[config.mk]
export PLATFORM = sky130hd
export DESIGN_NAME = spr_pin_routing
export DESIGN_NICKNAME = d
export VERILOG_FILES = /design/src/hw/spr_pkg.sv /design/src/hw/spr_pin_routing.sv
export SDC_FILE = /design/constraint.sdc
export NUM_CORES = 1
export LEC_CHECK = 0
export BUFFER_PORTS_ARGS = -buffer_cell sky130_fd_sc_hd__buf_2
export CORE_ASPECT_RATIO = 1.25
export CORE_MARGIN = 2
export CORE_UTILIZATION = 50
export CTS_CLUSTER_DIAMETER = 200
export DETAILED_ROUTE_END_ITERATION = 12
export GPL_TIMING_DRIVEN = 1
export HOLD_SLACK_MARGIN = 0.15
export PLACE_DENSITY = 0.84
export SLEW_MARGIN = 15
export SYNTH_ARGS = -nofsm -noshare
export SYNTH_HDL_FRONTEND = slang
export SYNTH_SLANG_ARGS = --single-unit
[constraint.sdc]
create_clock -name clk -period 3.05 [get_ports clk]
set_input_delay 0.4575 -clock clk [delete_from_list [all_inputs] [get_ports clk]]
set_output_delay 0.4575 -clock clk [all_outputs]
set_load 0.02 [all_outputs]
[src/hw/spr_pkg.sv]
package spr_pkg;
  // register byte addresses
  localparam logic [11:0] SPR_ADDR_CFG_B = 12'h04E;
  localparam logic [11:0] SPR_ADDR_CFG_A = 12'hFE8;
  // reset values
  localparam logic [7:0] SPR_CFG_A_RST = 8'hC3;
  localparam logic [7:0] SPR_CFG_B_RST = 8'h00;
  // cfg_a field positions
  localparam int SPR_A_SUB_OSC = 7;
  localparam int SPR_A_MAIN_OSC = 6;
  localparam int SPR_A_RSV_HI = 5;
  localparam int SPR_A_RSV_LO = 4;
  localparam int SPR_A_CNT_CLK = 3;
  localparam int SPR_A_BUZZ = 2;
  localparam int SPR_A_RST_OE = 1;
  localparam int SPR_A_RST_EN = 0;
  // cfg_b field positions
  localparam int SPR_B_ADC = 7;
  localparam int SPR_B_CMP1 = 6;
  localparam int SPR_B_CMP0 = 5;
  localparam int SPR_B_TW_HI = 4;
  localparam int SPR_B_TW_LO = 3;
  localparam int SPR_B_SERIAL = 2;
  localparam int SPR_B_PULSE = 1;
  localparam int SPR_B_TRIG = 0;
  // writable bits of cfg_a: reserved bits read zero
  localparam logic [7:0] SPR_CFG_A_WMASK = 8'hCF;
  localparam logic [7:0] SPR_ZERO8 = 8'h00;
  // two-wire routing codes
  typedef enum logic [1:0] {
    SPR_TW_OFF = 2'b00,
    SPR_TW_PORT0 = 2'b01,
    SPR_TW_PORT16 = 2'b10,
    SPR_TW_BAD = 2'b11
  } spr_tw_t;
endpackage : spr_pkg

[src/hw/spr_pin_routing.sv]
// Chosen here: strobed register access.
`timescale 1ns/1ps
// Notes on behaviour
// - cfg_a bit7 zero: port G subclock osc
// - cfg_a bit6 zero: port F main osc
// - count clock from port1.2 or port0.4
// - buzzer on port G.1 or port0.1
// - reset output needs enable and reset input
// - reset input enable zero gives GPIO
// - variant strap forces reset input on
// - reset bits set only on power-on
// - ADC source analog 0-15 or opamp
// - compare0 on port7.0 or port G.1
// - two-wire field routes open-drain pins
// - serial pins port0 or port1/6/7
// - pulse output port G.2 or port7.3
// - pulse trigger port G.1 or alternate
module spr_pin_routing
  import spr_pkg::*;
#(
  parameter int ADDR_W = 12
)(
  // clock and resets
  input wire logic clk,
  input wire logic sys_rst,
  input wire logic power_on_rst,
  input wire logic reset_input_forced,
  // register port
  input wire logic [ADDR_W-1:0] reg_addr,
  input wire logic [7:0] reg_wdata,
  input wire logic reg_wr,
  input wire logic reg_rd,
  output logic [7:0] reg_rdata,
  // clock and reset pins
  output logic sub_osc_pins_on,
  output logic main_osc_pins_on,
  output logic reset_in_on,
  output logic reset_out_on,
  // timer and buzzer
  output logic count_clk_from_port0,
  output logic buzzer_on_port0,
  // analog, compare, pulse
  output logic adc_from_opamp,
  output logic compare1_alt,
  output logic compare0_on_port_g,
  output logic pulse_out_on_port7,
  output logic pulse_trig_alt,
  // serial and two-wire
  output logic serial_alt,
  output logic two_wire_on_port0,
  output logic two_wire_on_port16,
  output logic two_wire_bad_code
);

  typedef struct packed {
    logic [7:0] cfg_a;
    logic [7:0] cfg_b;
    logic [7:0] rdata;
    logic force_in;
    logic sub_osc;
    logic main_osc;
    logic rst_in;
    logic rst_out;
    logic cnt_clk;
    logic buzz;
    logic adc;
    logic cmp1;
    logic cmp0;
    logic pulse;
    logic trig;
    logic serial;
    logic tw_p0;
    logic tw_p16;
    logic tw_bad;
  } spr_state_t;

  spr_state_t st_q;
  spr_state_t st_d;

  function automatic logic hit(input logic [ADDR_W-1:0] a, input logic [11:0] ref_a);
    hit = (a == ADDR_W'(ref_a));
  endfunction : hit

  logic [7:0] a_nx;
  logic [7:0] b_nx;
  spr_tw_t tw;

  always_comb
  begin
    st_d = st_q;
    a_nx = st_q.cfg_a;
    b_nx = st_q.cfg_b;
    if (reg_wr && hit(reg_addr, SPR_ADDR_CFG_A))
    begin
      a_nx = reg_wdata & SPR_CFG_A_WMASK;
    end
    if (reg_wr && hit(reg_addr, SPR_ADDR_CFG_B))
    begin
      b_nx = reg_wdata;
    end
    if (power_on_rst)
    begin
      a_nx = SPR_CFG_A_RST;
    end
    if (sys_rst || power_on_rst)
    begin
      b_nx = SPR_CFG_B_RST;
    end
    st_d.cfg_a = a_nx;
    st_d.cfg_b = b_nx;
    // strap caught on clock while in reset
    if (sys_rst || power_on_rst)
    begin
      st_d.force_in = reset_input_forced;
    end
    st_d.rdata = SPR_ZERO8;
    if (reg_rd && hit(reg_addr, SPR_ADDR_CFG_A))
    begin
      st_d.rdata = st_q.cfg_a;
    end
    else if (reg_rd && hit(reg_addr, SPR_ADDR_CFG_B))
    begin
      st_d.rdata = st_q.cfg_b;
    end
    // mux flops follow next stored value
    st_d.sub_osc = ~a_nx[SPR_A_SUB_OSC];
    st_d.main_osc = ~a_nx[SPR_A_MAIN_OSC];
    st_d.rst_in = a_nx[SPR_A_RST_EN] | st_d.force_in;
    st_d.rst_out = a_nx[SPR_A_RST_OE] & st_d.rst_in;
    st_d.cnt_clk = a_nx[SPR_A_CNT_CLK];
    st_d.buzz = a_nx[SPR_A_BUZZ];
    st_d.adc = b_nx[SPR_B_ADC];
    st_d.cmp1 = b_nx[SPR_B_CMP1];
    st_d.cmp0 = b_nx[SPR_B_CMP0];
    st_d.pulse = b_nx[SPR_B_PULSE];
    st_d.trig = b_nx[SPR_B_TRIG];
    st_d.serial = b_nx[SPR_B_SERIAL];
    // two-wire decode; bad code routes nothing
    tw = spr_tw_t'(b_nx[SPR_B_TW_HI:SPR_B_TW_LO]);
    st_d.tw_p0 = 1'b0;
    st_d.tw_p16 = 1'b0;
    st_d.tw_bad = 1'b0;
    unique case (tw)
      SPR_TW_OFF:
      begin
      end
      SPR_TW_PORT0:
      begin
        st_d.tw_p0 = 1'b1;
      end
      SPR_TW_PORT16:
      begin
        st_d.tw_p16 = 1'b1;
      end
      SPR_TW_BAD:
      begin
        st_d.tw_bad = 1'b1;
      end
    endcase
  end

  always_ff @(posedge clk)
  begin
    st_q <= st_d;
  end

  // outputs straight from flops
  assign reg_rdata = st_q.rdata;
  assign sub_osc_pins_on = st_q.sub_osc;
  assign main_osc_pins_on = st_q.main_osc;
  assign reset_in_on = st_q.rst_in;
  assign reset_out_on = st_q.rst_out;
  assign count_clk_from_port0 = st_q.cnt_clk;
  assign buzzer_on_port0 = st_q.buzz;
  assign adc_from_opamp = st_q.adc;
  assign compare1_alt = st_q.cmp1;
  assign compare0_on_port_g = st_q.cmp0;
  assign pulse_out_on_port7 = st_q.pulse;
  assign pulse_trig_alt = st_q.trig;
  assign serial_alt = st_q.serial;
  assign two_wire_on_port0 = st_q.tw_p0;
  assign two_wire_on_port16 = st_q.tw_p16;
  assign two_wire_bad_code = st_q.tw_bad;

endmodule : spr_pin_routing

==> reports/metrics.csv <==
metric;value;unit
viasPerCell;5.086;
reg2regPathDepth;3;
wl_per_cell;12.84;um
cp-end-kind;register;
grt_util_all_layers;20.54;%
cp-start-kind;input port;
grt_remaining_overflow;0;
die_h;58.46;um
setup_violations;0;
h-tree-depth;2;
grt_antenna_before_repair;0;
root_buffer;clkbuf_4;
numPortBuffers;48;
cp_max_fo;14;
avgSynthCellArea;10.88;um2
drive_gt1_share;41.29;%
timing.setup.tns;0;ps
dr_total_vias;946;
async_flop_share;0;%
ant_nets;0;
outcome;complete, no violations;
most-common-layout-cells;buf_2 (48), dfxtp_1 (30), mux2i_1 (14);
hpwl;1818;um
powerDensity;498.3;nW/um2
grt_pass1_wl;3870;um
initial_core_util;53.08;%
critPathBufInv;1;
synth_cell_types;23;
grt_setup_unrepaired;false;
leakage;0.7831;nW
drc;0;
fin_crit_sh;56.26;%
hold_viol;0;
num_rows;19;
maxCapViolCount;0;
synth_ff_type;dfxtp_1;
hp-class;input port to register;
cp.depth;5;
drt_iter0_markers;16;
post_cts_resize_count;0;
slowest_delay;510;ps
path_clk_slew;90;ps
postCtsHoldBufs;0;
synth_edf_count;0;
cts_tree;yes;
slew_viol_final;0;
path_cells;buf_2, nor4b_4, nand4_2, or3b_1, a21oi_1;
fin_worst_skew;8.419;ps
clock_latency;330;ps
synth_area;1186;um2
grt_max_degree;15;
worst_pin_slew;574.4;ps
crit_required;3310;ps
area_delta_synth_final;24.26;%
die_w;47.57;um
gp_congestion;0.7828;
cp_data_arrival_time;1970;ps
relSlewSlack;61.56;%
clock_sinks;30;
yosys_warnings;0;
diodes;0;
grt_pass1_vias;888;
die_area;2780;um2
final_common_cell;buf_2;
cts_buffers;5;
synthCells;109;
layout_min_cycle_time;1716;ps
critPathSlowestCell;or3b_1;
hold_depth;3;
synth_nets;135;
post_cts_buffers;0;
final_net_count;180;
nFillCells;209;
path_class;input port to register;
ys_seq_area_share;50.63;%
core;2235;um2
whs;364.8;ps
pin_count;49;
placedInstanceArea;1396;um2
clockBufferDepth;2;
critPathTopFamily;simple AND/OR/NAND/NOR gates;
vdd_drop_max;493.7;uV
fmax;582.8;MHz
totalWireLength;2389;um
ys_ff_latch;30;
dr.pass1.iters;4;
fin_area;1474;um2
==> logic make-up (layout without fill, tap and decap cells) <==
| kind of cell | Yosys count | count (layout) | synth area share [%] |
|---|---|---|---|
| and+or+nand+nor | 40 | 40 | 22.15 |
| AOI/OAI and AO/OA | 12 | 12 | 7.383 |
| DFF | 30 | 30 | 50.63 |
| muxes | 16 | 16 | 13.71 |
| buffers and inverters | 11 | 57 | 6.117 |
==> report_power, final <==
group,total [W],internal [W],switching (W)
clock network,0.000304,0.000170,0.000134
registers,0.000393,0.000393,0.000000507
logic,0.0000378,0.0000191,0.0000186
total,0.000734,0.000581,0.000153
==> state kept, by name, indices dropped and copies added (netlist names) <==
name and cells:
adc_from_opamp 1, main_osc_pins_on 1, reg_rdata 8, reset_in_on 1, reset_out_on 1, st_q 14, sub_osc_pins_on 1, two_wire_bad_code 1
two_wire_on_port0 1, two_wire_on_port16 1
==> cell type report <==
cell class	count	area [um2]	area share [%]
inverter	1	3.754	0.2547
tap	31	38.79	2.632
timing repair buffer	48	240.2	16.30
clock inverter	3	40.04	2.716
multi-input combinational	68	513.0	34.80
clock buffer	5	37.54	2.547
sequential	30	600.6	40.75
==> tightest hold or removal path, stage by stage <==
cell and delay [ps]:
buf_2 80, mux2i_1 50, nor2_1 70
==> synth_stat cells, types with 2 or more instances <==
library cell	count	area, um2
a21oi_1	3	15.01
nor2_1	13	48.80
nand4_2	2	25.02
mux2_2	2	22.52
dfxtp_1	30	600.6
nand2_1	9	33.78
o211ai_1	2	15.01
nor4b_4	2	47.55
or3b_1	2	17.52
and2_1	4	25.02
mux2i_1	14	140.1
a22o_1	6	52.55
buf_4	8	60.06
and4b_1	2	20.02
nand3b_1	2	15.01
==> final timing paths <==
path / startpoint / end / slack (ps)
max: reg_addr[8] / two_wire_on_port16 / 1330
min: reg_wdata[5] / st_q[29] / 360
max reg2reg: st_q[15] / reset_out_on / 2080
min reg2reg: st_q[29] / reg_rdata[5] / 490
==> routing by layer <==
layer | share of wire, % | global-route usage, % | vias to the layer above
met5 | 0 | 0 | -
met4 | 2.1 | 12.36 | 0
met3 | 5.5 | 8.589 | 5
met2 | 55 | 33.20 | 29
met1 | 37 | 21.28 | 447
li1 | - | - | 465
==> stage by stage <==
stage                power, W  utilization [%]  instances  setup slack, ps
global route        0.0007673            65.96        186             1274
detailed placement  0.0004400            62.49        178             1027
floorplan           0.0004153                -        109             1580
global placement    0.0004379            62.49        178             1085
CTS                 0.0007434            65.96        186             1380
finish              0.0007345            65.96        186             1334
Note: power is estimated with default switching activity, not from simulation.
